--- src/hdl/exu_pkg.sv ---
// Purpose: shared constants and types of the cpu exception unit
// Assumes: 32-bit apb register port, one clock
// Notes: vector numbers here are neutral defaults, arbitrary values
package exu_pkg;
  // ****************************************
  // source counts
  // ****************************************
  localparam int NUM_IRQ = 8;
  localparam int NUM_XFER_ENG = 4;
  localparam int NUM_MFT = 24;
  localparam int NUM_SER = 8;
  localparam int NUM_ADC = 1;
  localparam int NUM_XFER_CTL = 1;
  localparam int NUM_CMT = 2;
  localparam int NUM_WDG = 1;
  localparam int NUM_BUS = 1;
  localparam int NUM_PORT = 1;
  localparam int NUM_PER = NUM_XFER_ENG + NUM_MFT + NUM_SER + NUM_ADC + NUM_XFER_CTL
                           + NUM_CMT + NUM_WDG + NUM_BUS + NUM_PORT;
  localparam int NUM_MSK = NUM_IRQ + NUM_PER;
  localparam int SRC_W = 6;
  localparam logic [SRC_W-1:0] SRC_UBRK = 6'h33;
  localparam logic [SRC_W-1:0] SRC_NMI = 6'h34;
  // ****************************************
  // levels and mask field
  // ****************************************
  localparam int LVL_W = 4;
  localparam logic [LVL_W:0] LVL_NMI = 5'h10;
  localparam logic [LVL_W:0] LVL_UBRK = 5'h0F;
  localparam logic [LVL_W-1:0] MASK_NMI = 4'hF;
  localparam int MASK_LSB = 4;
  // ****************************************
  // vectors, arbitrary neutral numbers
  // ****************************************
  localparam int VEC_W = 8;
  localparam int VEC_SHIFT = 2;
  localparam logic [VEC_W-1:0] VEC_GILL = 8'h04;
  localparam logic [VEC_W-1:0] VEC_SLOT = 8'h06;
  localparam logic [VEC_W-1:0] VEC_NMI = 8'h0B;
  localparam logic [VEC_W-1:0] VEC_UBRK = 8'h0C;
  localparam logic [VEC_W-1:0] VEC_IRQ0 = 8'h40;
  localparam logic [VEC_W-1:0] VEC_PER0 = 8'h48;
  localparam logic [31:0] STACK_STEP = 32'h0000_0004;
  localparam logic [31:0] INSN_BYTES = 32'h0000_0002;
  // ****************************************
  // register map and reset values
  // ****************************************
  localparam int ADDR_W = 12;
  localparam logic [ADDR_W-1:0] OFS_STATUS = 12'h000;
  localparam logic [ADDR_W-1:0] OFS_VBASE = 12'h004;
  localparam logic [ADDR_W-1:0] OFS_SP = 12'h008;
  localparam logic [ADDR_W-1:0] OFS_STATE = 12'h00C;
  localparam logic [ADDR_W-1:0] OFS_PRIO0 = 12'h010;
  localparam int PRIO_WORDS = 7;
  localparam int PRIO_PER_WORD = 8;
  localparam logic [31:0] SR_RST = 32'h0000_00F0;
  localparam logic [31:0] VBR_RST = 32'h0000_0000;
  localparam logic [31:0] SP_RST = 32'h0000_0000;
  typedef enum logic [2:0] {ST_IDLE, ST_PUSH_SR, ST_PUSH_PC, ST_FETCH} exu_state_type;
endpackage

--- src/hdl/exu_core.sv ---
// Purpose: interrupt arbitration and exception entry sequence of the cpu
// Assumes: decoder stalls while exc_busy is high; memory port holds ack one cycle
// Notes: apb slave answers one cycle after the access phase starts

// Behaviour
// - requests come from nmi pin, user break, eight irq lines, peripherals
// - peripherals give 4, 24, 8, 2 and single sources per the table
// - each source owns a distinct vector number and table entry
// - levels run 0 lowest to 16 highest
// - nmi is level 16, never masked, accepted at any decode outside a slot without an instruction exception
// - user break sits at fixed level 15
// - irq and peripheral levels are programmable 0 to 15 only
// - simultaneous requests are resolved and the winner is processed
// - maskable request accepted only when level exceeds the mask field
// - acceptance pushes the status word, then the program counter
// - after stacking the accepted level goes into the mask field
// - nmi writes fifteen into the mask field
// - handler address is fetched from the vector entry, then jumped to
// - trap pushes status word then the address after the trap
// - trap vector comes from the number in the trap instruction
// - handler jump is immediate, no delay slot executed
// - undefined code in a delay slot raises illegal slot at decode
// - pc rewriting code in a delay slot also raises illegal slot
// - illegal slot pushes status word, then the delayed branch target
// - undefined code outside a slot raises general illegal, same sequence
// - general illegal pushes the address of the undefined code
// - vector entry address is vector base plus four times vector
// - no interrupt is accepted while decoding a delay slot
module exu_core
  import exu_pkg::*;
(
  input wire logic clk,
  input wire logic sys_rst,
  input wire logic [ADDR_W-1:0] paddr,
  input wire logic psel,
  input wire logic penable,
  input wire logic pwrite,
  input wire logic [31:0] pwdata,
  output logic [31:0] prdata,
  output logic pready,
  output logic pslverr,
  input wire logic nmi_pin,
  input wire logic [NUM_IRQ-1:0] irq_pin,
  input wire logic ubrk_req,
  input wire logic [NUM_PER-1:0] per_req,
  input wire logic dec_valid,
  input wire logic dec_undef,
  input wire logic dec_pc_write,
  input wire logic dec_trap,
  input wire logic [VEC_W-1:0] dec_trap_vec,
  input wire logic dec_in_slot,
  input wire logic [31:0] dec_pc,
  input wire logic [31:0] dec_branch_target,
  output logic mem_req,
  output logic mem_we,
  output logic [31:0] mem_addr,
  output logic [31:0] mem_wdata,
  input wire logic [31:0] mem_rdata,
  input wire logic mem_ack,
  output logic exc_busy,
  output logic jump_valid,
  output logic [31:0] jump_addr,
  output logic int_ack,
  output logic [SRC_W-1:0] int_ack_src,
  output logic [31:0] status_word
);
  // ****************************************
  // state
  // ****************************************
  exu_state_type state_r;
  logic nmi_s1_r, nmi_s2_r, nmi_s3_r, nmi_pend_r;
  logic [NUM_IRQ-1:0] irq_s1_r, irq_s2_r;
  logic [LVL_W-1:0] prio_r [NUM_MSK];
  logic [31:0] sr_r, vbr_r, sp_r;
  logic [31:0] prdata_r;
  logic pready_r, pslverr_r;
  logic mem_req_r, mem_we_r;
  logic [31:0] mem_addr_r, mem_wdata_r;
  logic [31:0] push_pc_r, jump_addr_r;
  logic [VEC_W-1:0] vec_r;
  logic [LVL_W-1:0] new_mask_r;
  logic mask_load_r, jump_valid_r, int_ack_r;
  logic [SRC_W-1:0] int_src_r;
  logic [NUM_MSK-1:0] req_all;
  logic [LVL_W:0] best_lvl;
  logic [VEC_W-1:0] best_vec;
  logic [SRC_W-1:0] best_src;
  logic int_take, slot_exc, gill_exc, trap_exc, insn_exc, take_slot;
  logic [LVL_W-1:0] cur_mask;

  function automatic logic reg_hit(input logic [ADDR_W-1:0] a, input logic [ADDR_W-1:0] ofs);
    return a == ofs;
  endfunction

  // ****************************************
  // pin synchronisers
  // ****************************************
  // irq and nmi come from pins; break and peripheral requests are on this clock
  always_ff @(posedge clk) begin
    if (sys_rst) begin
      nmi_s1_r <= 1'b0;
      nmi_s2_r <= 1'b0;
      nmi_s3_r <= 1'b0;
      irq_s1_r <= '0;
      irq_s2_r <= '0;
    end else begin
      nmi_s1_r <= nmi_pin;
      nmi_s2_r <= nmi_s1_r;
      nmi_s3_r <= nmi_s2_r;
      irq_s1_r <= irq_pin;
      irq_s2_r <= irq_s1_r;
    end
  end

  // nmi is an edge; latched so a short pulse survives a slot decode
  always_ff @(posedge clk) begin
    if (sys_rst) begin
      nmi_pend_r <= 1'b0;
    end else if (nmi_s2_r && !nmi_s3_r) begin
      nmi_pend_r <= 1'b1; // set wins over clear
    end else if (int_ack_r && int_src_r == SRC_NMI) begin
      nmi_pend_r <= 1'b0;
    end
  end

  // ****************************************
  // arbiter
  // ****************************************
  assign req_all = {per_req, irq_s2_r}; // two request classes, irq lines below peripheral requests
  assign cur_mask = sr_r[MASK_LSB +: LVL_W];

  always_comb begin
    best_lvl = '0;
    best_vec = '0;
    best_src = '0;
    // descending scan with >= lets the lowest index win a tie
    for (int i = NUM_MSK - 1; i >= 0; i--) begin
      if (req_all[i] && {1'b0, prio_r[i]} >= best_lvl && prio_r[i] != '0) begin
        best_lvl = {1'b0, prio_r[i]}; // programmable levels
        best_src = SRC_W'(i);
        // distinct vector per source
        best_vec = (i < NUM_IRQ) ? VEC_W'(VEC_IRQ0 + VEC_W'(i)) : VEC_W'(VEC_PER0 + VEC_W'(i - NUM_IRQ));
      end
    end
    if (ubrk_req && LVL_UBRK >= best_lvl) begin
      best_lvl = LVL_UBRK; // fixed break level
      best_src = SRC_UBRK;
      best_vec = VEC_UBRK;
    end
    if (nmi_pend_r) begin
      best_lvl = LVL_NMI; // top level, ignores the mask
      best_src = SRC_NMI;
      best_vec = VEC_NMI;
    end
  end

  // strict compare against mask; level 0 can never pass
  assign int_take = nmi_pend_r || (best_lvl > {1'b0, cur_mask});

  // ****************************************
  // instruction exceptions
  // ****************************************
  assign slot_exc = dec_in_slot && (dec_undef || dec_pc_write || dec_trap);
  assign gill_exc = !dec_in_slot && dec_undef;
  assign trap_exc = !dec_in_slot && !dec_undef && dec_trap;
  assign insn_exc = slot_exc || gill_exc || trap_exc;
  // slot decode never takes interrupts; they stay pending until the next decode
  assign take_slot = dec_valid && state_r == ST_IDLE;

  // ****************************************
  // entry capture
  // ****************************************
  // instruction exceptions win over interrupts at the same decode
  always_ff @(posedge clk) begin
    if (sys_rst) begin
      push_pc_r <= '0;
      vec_r <= '0;
      new_mask_r <= '0;
      mask_load_r <= 1'b0;
      int_ack_r <= 1'b0;
      int_src_r <= '0;
    end else begin
      int_ack_r <= 1'b0;
      if (take_slot && insn_exc) begin
        mask_load_r <= 1'b0;
        if (slot_exc) begin
          push_pc_r <= dec_branch_target;
          vec_r <= VEC_SLOT;
        end else if (gill_exc) begin
          push_pc_r <= dec_pc;
          vec_r <= VEC_GILL;
        end else begin
          push_pc_r <= dec_pc + INSN_BYTES;
          vec_r <= dec_trap_vec;
        end
      end else if (take_slot && !dec_in_slot && int_take) begin
        push_pc_r <= dec_pc;
        vec_r <= best_vec;
        mask_load_r <= 1'b1;
        // nmi level does not fit the field, fifteen is stored
        new_mask_r <= (best_src == SRC_NMI) ? MASK_NMI : best_lvl[LVL_W-1:0];
        int_ack_r <= 1'b1; // lets the source drop its held request
        int_src_r <= best_src;
      end
    end
  end

  // ****************************************
  // stacking and vector fetch
  // ****************************************
  always_ff @(posedge clk) begin
    if (sys_rst) begin
      state_r <= ST_IDLE;
      mem_req_r <= 1'b0;
      mem_we_r <= 1'b0;
      mem_addr_r <= '0;
      mem_wdata_r <= '0;
      jump_valid_r <= 1'b0;
      jump_addr_r <= '0;
    end else begin
      jump_valid_r <= 1'b0;
      case (state_r)
        ST_IDLE: begin
          if (take_slot && (insn_exc || (!dec_in_slot && int_take))) begin
            state_r <= ST_PUSH_SR; // status word goes first
            mem_req_r <= 1'b1;
            mem_we_r <= 1'b1;
            mem_addr_r <= sp_r - STACK_STEP;
            mem_wdata_r <= sr_r;
          end
        end
        ST_PUSH_SR: begin
          if (mem_ack) begin
            state_r <= ST_PUSH_PC;
            mem_addr_r <= sp_r - STACK_STEP - STACK_STEP;
            mem_wdata_r <= push_pc_r;
          end
        end
        ST_PUSH_PC: begin
          if (mem_ack) begin
            state_r <= ST_FETCH;
            mem_we_r <= 1'b0;
            mem_addr_r <= vbr_r + (32'(vec_r) << VEC_SHIFT);
            mem_wdata_r <= '0;
          end
        end
        ST_FETCH: begin
          if (mem_ack) begin
            state_r <= ST_IDLE;
            mem_req_r <= 1'b0;
            // direct load of the handler address, no slot follows
            jump_valid_r <= 1'b1;
            jump_addr_r <= mem_rdata;
          end
        end
        default: begin
          state_r <= ST_IDLE;
          mem_req_r <= 1'b0;
        end
      endcase
    end
  end

  // ****************************************
  // apb slave and registers
  // ****************************************
  logic apb_go, prio_sel;
  logic [ADDR_W-1:0] prio_ofs;
  logic [ADDR_W-3:0] prio_word;
  assign apb_go = psel && penable && !pready_r;
  assign prio_ofs = paddr - OFS_PRIO0;
  assign prio_word = prio_ofs[ADDR_W-1:2];
  assign prio_sel = paddr >= OFS_PRIO0 && prio_word < (ADDR_W-2)'(PRIO_WORDS) && paddr[1:0] == 2'h0;

  // hardware updates of sp and mask win over a software write in the same cycle
  always_ff @(posedge clk) begin
    if (sys_rst) begin
      sr_r <= SR_RST;
      vbr_r <= VBR_RST;
      sp_r <= SP_RST;
    end else begin
      if (apb_go && pwrite && reg_hit(paddr, OFS_STATUS)) begin
        sr_r <= pwdata;
      end
      if (apb_go && pwrite && reg_hit(paddr, OFS_VBASE)) begin
        vbr_r <= pwdata;
      end
      if (state_r == ST_PUSH_PC && mem_ack && mask_load_r) begin
        sr_r[MASK_LSB +: LVL_W] <= new_mask_r; // loaded only after stacking
      end
      if ((state_r == ST_PUSH_SR || state_r == ST_PUSH_PC) && mem_ack) begin
        sp_r <= sp_r - STACK_STEP;
      end else if (apb_go && pwrite && reg_hit(paddr, OFS_SP)) begin
        sp_r <= pwdata;
      end
    end
  end

  // eight levels per word; nibbles past the last source are dropped
  always_ff @(posedge clk) begin
    if (sys_rst) begin
      for (int i = 0; i < NUM_MSK; i++) begin
        prio_r[i] <= '0;
      end
    end else if (apb_go && pwrite && prio_sel) begin
      for (int i = 0; i < NUM_MSK; i++) begin
        if (prio_word == (ADDR_W-2)'(i / PRIO_PER_WORD)) begin
          prio_r[i] <= pwdata[(i % PRIO_PER_WORD) * LVL_W +: LVL_W];
        end
      end
    end
  end

  always_ff @(posedge clk) begin
    if (sys_rst) begin
      pready_r <= 1'b0;
      pslverr_r <= 1'b0;
      prdata_r <= '0;
    end else begin
      pready_r <= apb_go;
      pslverr_r <= 1'b0;
      prdata_r <= '0;
      if (apb_go) begin
        if (reg_hit(paddr, OFS_STATUS)) begin
          prdata_r <= sr_r;
        end else if (reg_hit(paddr, OFS_VBASE)) begin
          prdata_r <= vbr_r;
        end else if (reg_hit(paddr, OFS_SP)) begin
          prdata_r <= sp_r;
        end else if (reg_hit(paddr, OFS_STATE)) begin
          prdata_r <= {15'h0000, nmi_pend_r, 2'h0, int_src_r, 7'h00, state_r != ST_IDLE};
        end else if (prio_sel) begin
          for (int i = 0; i < NUM_MSK; i++) begin
            if (prio_word == (ADDR_W-2)'(i / PRIO_PER_WORD)) begin
              prdata_r[(i % PRIO_PER_WORD) * LVL_W +: LVL_W] <= prio_r[i];
            end
          end
        end else begin
          pslverr_r <= 1'b1;
        end
      end
    end
  end

  // ****************************************
  // outputs
  // ****************************************
  assign prdata = prdata_r;
  assign pready = pready_r;
  assign pslverr = pslverr_r;
  assign mem_req = mem_req_r;
  assign mem_we = mem_we_r;
  assign mem_addr = mem_addr_r;
  assign mem_wdata = mem_wdata_r;
  assign exc_busy = mem_req_r;
  assign jump_valid = jump_valid_r;
  assign jump_addr = jump_addr_r;
  assign int_ack = int_ack_r;
  assign int_ack_src = int_src_r;
  assign status_word = sr_r;
endmodule

--- config.mk ---
export PLATFORM = sky130hd
export DESIGN_NAME = exu_core
export DESIGN_NICKNAME = d
export VERILOG_FILES = /design/src/hdl/exu_pkg.sv /design/src/hdl/exu_core.sv
export SDC_FILE = /design/constraint.sdc
export NUM_CORES = 2
export LEC_CHECK = 0
export ABC_CLOCK_PERIOD_IN_PS = 293300
export BUFFER_PORTS_ARGS = -buffer_cell sky130_fd_sc_hd__buf_2
export CAP_MARGIN = 40
export CORE_ASPECT_RATIO = 2
export CORE_UTILIZATION = 59
export CTS_CLUSTER_DIAMETER = 100
export DETAILED_ROUTE_END_ITERATION = 8
export PLACE_DENSITY = 0.84
export SYNTH_ARGS = -nofsm -noshare
export SYNTH_HDL_FRONTEND = slang
export SYNTH_SLANG_ARGS = --single-unit
--- constraint.sdc ---
create_clock -name clk -period 293.3 [get_ports clk]
set_clock_uncertainty 0.15 [all_clocks]
set_input_delay 43.995 -clock clk [delete_from_list [all_inputs] [get_ports clk]]
set_output_delay 43.995 -clock clk [all_outputs]
set_load 0.01 [all_outputs]
==> metrics.txt <==
# TYPE chip_impl_metric gauge
chip_impl_info{name="result_of_the_run",value="finished, final reports clean"} 1
chip_impl_metric{name="dp_worst_setup_slack",unit="ns"} 158.11
chip_impl_metric{name="area_taken_by_flip_flops_and_latches",unit="um2"} 12190
chip_impl_metric{name="syn_warnings",unit=""} 0
chip_impl_info{name="critPathCaptureType",value="flop"} 1
chip_impl_metric{name="drt_first_pass_iters",unit=""} 7
chip_impl_metric{name="grt.total_usage",unit="%"} 47.89
chip_impl_metric{name="setup_violations",unit=""} 0
chip_impl_metric{name="start_util",unit="%"} 59.68
chip_impl_metric{name="routed_wire_length_per_instance",unit="um"} 27.53
chip_impl_metric{name="final.setup.worst_slack",unit="ns"} 157.20
chip_impl_metric{name="synth_sequential_area_ratio",unit="%"} 34.65
chip_impl_metric{name="finish.utilization",unit="%"} 66.44
chip_impl_metric{name="ctsHtreeMaxLevel",unit=""} 2
chip_impl_metric{name="maxCapViolCount",unit=""} 0
chip_impl_metric{name="cts_setup_buffers",unit=""} 0
chip_impl_metric{name="multi_input_comb_area",unit="um2"} 21360
chip_impl_metric{name="synthesis_stage_register_bit_count",unit=""} 507
chip_impl_metric{name="cells_after_synth",unit=""} 4292
chip_impl_metric{name="grt_pass1_wl",unit="um"} 217200
chip_impl_metric{name="drive_gt1_share",unit="%"} 15.51
chip_impl_metric{name="grt_max_degree",unit=""} 79
chip_impl_info{name="path_class",value="in2reg"} 1
chip_impl_metric{name="numPortBuffers",unit=""} 384
chip_impl_metric{name="max_fo_critical_path",unit=""} 78
chip_impl_metric{name="placement_rows",unit=""} 126
chip_impl_metric{name="per_instance_average_area_after_synthesis",unit="um2"} 8.199
chip_impl_metric{name="cts_sinks",unit=""} 507
chip_impl_metric{name="synth-edff-count",unit=""} 204
chip_impl_metric{name="detailed_placement_wirelength_estimate",unit="um"} 110800
chip_impl_metric{name="detail_route.drc_violations",unit=""} 0
chip_impl_metric{name="antenna_found_initial",unit=""} 16
chip_impl_metric{name="synthArstFlopShare",unit="%"} 0
chip_impl_info{name="synth_ff_type",value="sky130_fd_sc_hd__dfxtp_1"} 1
chip_impl_info{name="min-delay-path-class",value="reg2reg"} 1
chip_impl_metric{name="clock_latency",unit="ns"} 0.63
chip_impl_metric{name="drv_slew",unit=""} 0
chip_impl_info{name="cts-root-buf",value="sky130_fd_sc_hd__clkbuf_16"} 1
chip_impl_metric{name="maxSlewHeadroom",unit="%"} 32.43
chip_impl_metric{name="critPathRequiredTime",unit="ns"} 293.66
chip_impl_info{name="critPathLaunchType",value="primary input"} 1
chip_impl_metric{name="vias",unit=""} 37430
chip_impl_metric{name="critical_path_arrival",unit="ns"} 136.46
chip_impl_metric{name="post_drt_via_cell_ratio",unit=""} 6.980
chip_impl_metric{name="cts.hold.buffers_added",unit=""} 0
chip_impl_metric{name="timing_limited_maximum_frequency",unit="GHz"} 0.007347
chip_impl_metric{name="cts_resized",unit=""} 0
chip_impl_metric{name="cts_inserted_buffers",unit=""} 42
chip_impl_metric{name="routed_wirelength",unit="um"} 147700
chip_impl_metric{name="worst_pin_slew",unit="ns"} 1.000
chip_impl_metric{name="floorplan.io_pins",unit=""} 385
chip_impl_info{name="timing.critical_path.slowest_stage_cell",value="sky130_fd_sc_hd__buf_4"} 1
chip_impl_metric{name="drt.antenna.violating_nets",unit=""} 0
chip_impl_metric{name="die_height",unit="um"} 347.4
chip_impl_info{name="critical_path.most_common_cell",value="sky130_fd_sc_hd__ha_1"} 1
chip_impl_metric{name="min_period",unit="ns"} 136.10
chip_impl_metric{name="clk_transition_reported_paths",unit="ns"} 0.07
chip_impl_info{name="tritoncts",value="yes"} 1
chip_impl_metric{name="fillerInstances",unit=""} 4979
chip_impl_metric{name="detail_route.iter0.violations",unit=""} 4541
chip_impl_metric{name="die-area",unit="um2"} 60680
chip_impl_metric{name="finalHoldViolations",unit=""} 0
chip_impl_info{name="rsz_0062_raised_after_global_routing",value="false"} 1
chip_impl_metric{name="layout.nets",unit=""} 4912
chip_impl_metric{name="coreArea",unit="um2"} 58960
chip_impl_metric{name="place.gp.congestion",unit=""} 1.146
chip_impl_metric{name="die_x",unit="um"} 174.7
chip_impl_metric{name="yosys.cell_types.count",unit=""} 126
chip_impl_metric{name="area_growth",unit="%"} 11.32
chip_impl_metric{name="final_min_period_over_clock_period",unit="%"} 46.40
chip_impl_metric{name="syn-num-nets",unit=""} 4653
chip_impl_metric{name="setup-tns-final",unit="ns"} 0
chip_impl_metric{name="cpPeakStageDelay",unit="ns"} 0.67
chip_impl_metric{name="area_of_the_mapped_netlist",unit="um2"} 35190
chip_impl_metric{name="first_global_vias",unit=""} 36520
chip_impl_metric{name="clk_path_buf_depth",unit=""} 3
chip_impl_metric{name="global_route.overflow_total",unit=""} 0
[registers in the layout, indices dropped and copies added, names as in the netlist, 2 cells and up]
signal       flops
prio_r         204
jump_addr       32
mem_addr        32
mem_wdata       32
prdata          32
push_pc_r       32
sp_r            32
status_word     32
vbr_r           32
irq_s1_r         8
irq_s2_r         8
vec_r            8
int_ack_src      6
new_mask_r       4
state_r          2
[worst paths after layout]
path	start	to	slack, ns	cells past startpoint
hold / removal	irq_s1_r[2]	irq_s2_r[2]	0.29	1
setup / recovery	per_req[42]	mem_addr[17]	157.20	405
setup reg to reg	prio_r[1][72]	mem_addr[17]	200.21	404
hold reg to reg	irq_s1_r[2]	irq_s2_r[2]	0.29	1
[cell usage after synthesis (57+ instances only)]
cell	instances	share of area, %
sky130_fd_sc_hd__nand2_1	534	5.7
sky130_fd_sc_hd__edfxtp_1	204	17
sky130_fd_sc_hd__nand2b_1	98	1.7
sky130_fd_sc_hd__inv_1	235	2.5
sky130_fd_sc_hd__dfxtp_1	303	17
sky130_fd_sc_hd__clkbuf_1	197	2.1
sky130_fd_sc_hd__and3_1	59	1.0
sky130_fd_sc_hd__nor2_1	511	5.5
sky130_fd_sc_hd__a211oi_1	106	2.3
sky130_fd_sc_hd__o21ai_0	181	2.6
sky130_fd_sc_hd__ha_1	148	5.3
sky130_fd_sc_hd__a21oi_1	352	5.0
sky130_fd_sc_hd__nand3_1	122	1.7
sky130_fd_sc_hd__mux2i_1	57	1.6
sky130_fd_sc_hd__nor2b_1	67	1.2
sky130_fd_sc_hd__nor3_1	74	1.1
[metal layers]
metal / part of all wire (%) / vias to the layer above / track usage [%]
li1: - / 16220 / -
met1: 30 / 17270 / 46.05
met2: 46 / 2899 / 77.78
met3: 12 / 1038 / 14.36
met4: 13 / 6 / 51.84
met5: 0.032 / - / 0.4902
[layout make-up]
class,instances,share of cell area [%]
diodes,12,0.07666
well taps,768,2.453
clock inverters,22,0.5143
multi-input cells,3330,54.54
clock buffers,54,3.012
repair buffers,433,6.011
flip-flops and latches,507,31.12
inverters,237,2.271
[through the flow]
step           cells  hold WS [ns]  cell area [um2]
2_1_floorplan   4292        0.2638            35190
3_3_place_gp    5265        0.2697            37630
3_5_place_dp    5274        0.2756            37760
4_1_cts         5350        0.2958            39140
5_1_grt         5361        0.3123            39170
6_report        5363        0.2863            39170
[placed cells by master (no fill, tap or decap), drive strengths merged, types with 74 or more instances in the layout]
cell / n
nand2: 534
nor2: 512
buf: 432
a21oi: 354
dfxtp: 303
inv: 238
edfxtp: 204
o21ai: 196
ha: 148
nand3: 123
a211oi: 110
nand2b: 99
nor3: 74
[critical path, delay by kind of cell]
family / cells / cell delay, ns
buf+inv: 16 / 2.83
simple gates: 129 / 21.56
compound gates: 157 / 35.66
fa+ha+maj: 67 / 18.73
mux: 36 / 13.45
[logic make-up (layout without fill, tap and decap cells)]
logic type | count (synthesis) | after routing | share of synthesized area [%]
and+or+nand+nor | 1681 | 1681 | 22.25
DFF | 507 | 507 | 34.65
buffers and inverters | 455 | 746 | 4.889
adders and majority gates | 173 | 173 | 6.023
xor gates and xnor gates | 80 | 80 | 1.991
AOI/OAI and AO/OA | 1249 | 1249 | 24.67
other | 0 | 12 | 0
muxes | 147 | 147 | 5.533
Power is left out: the tool's default activity adds up to more than one toggle a clock period on the data nets, which glitch-free logic cannot reach.
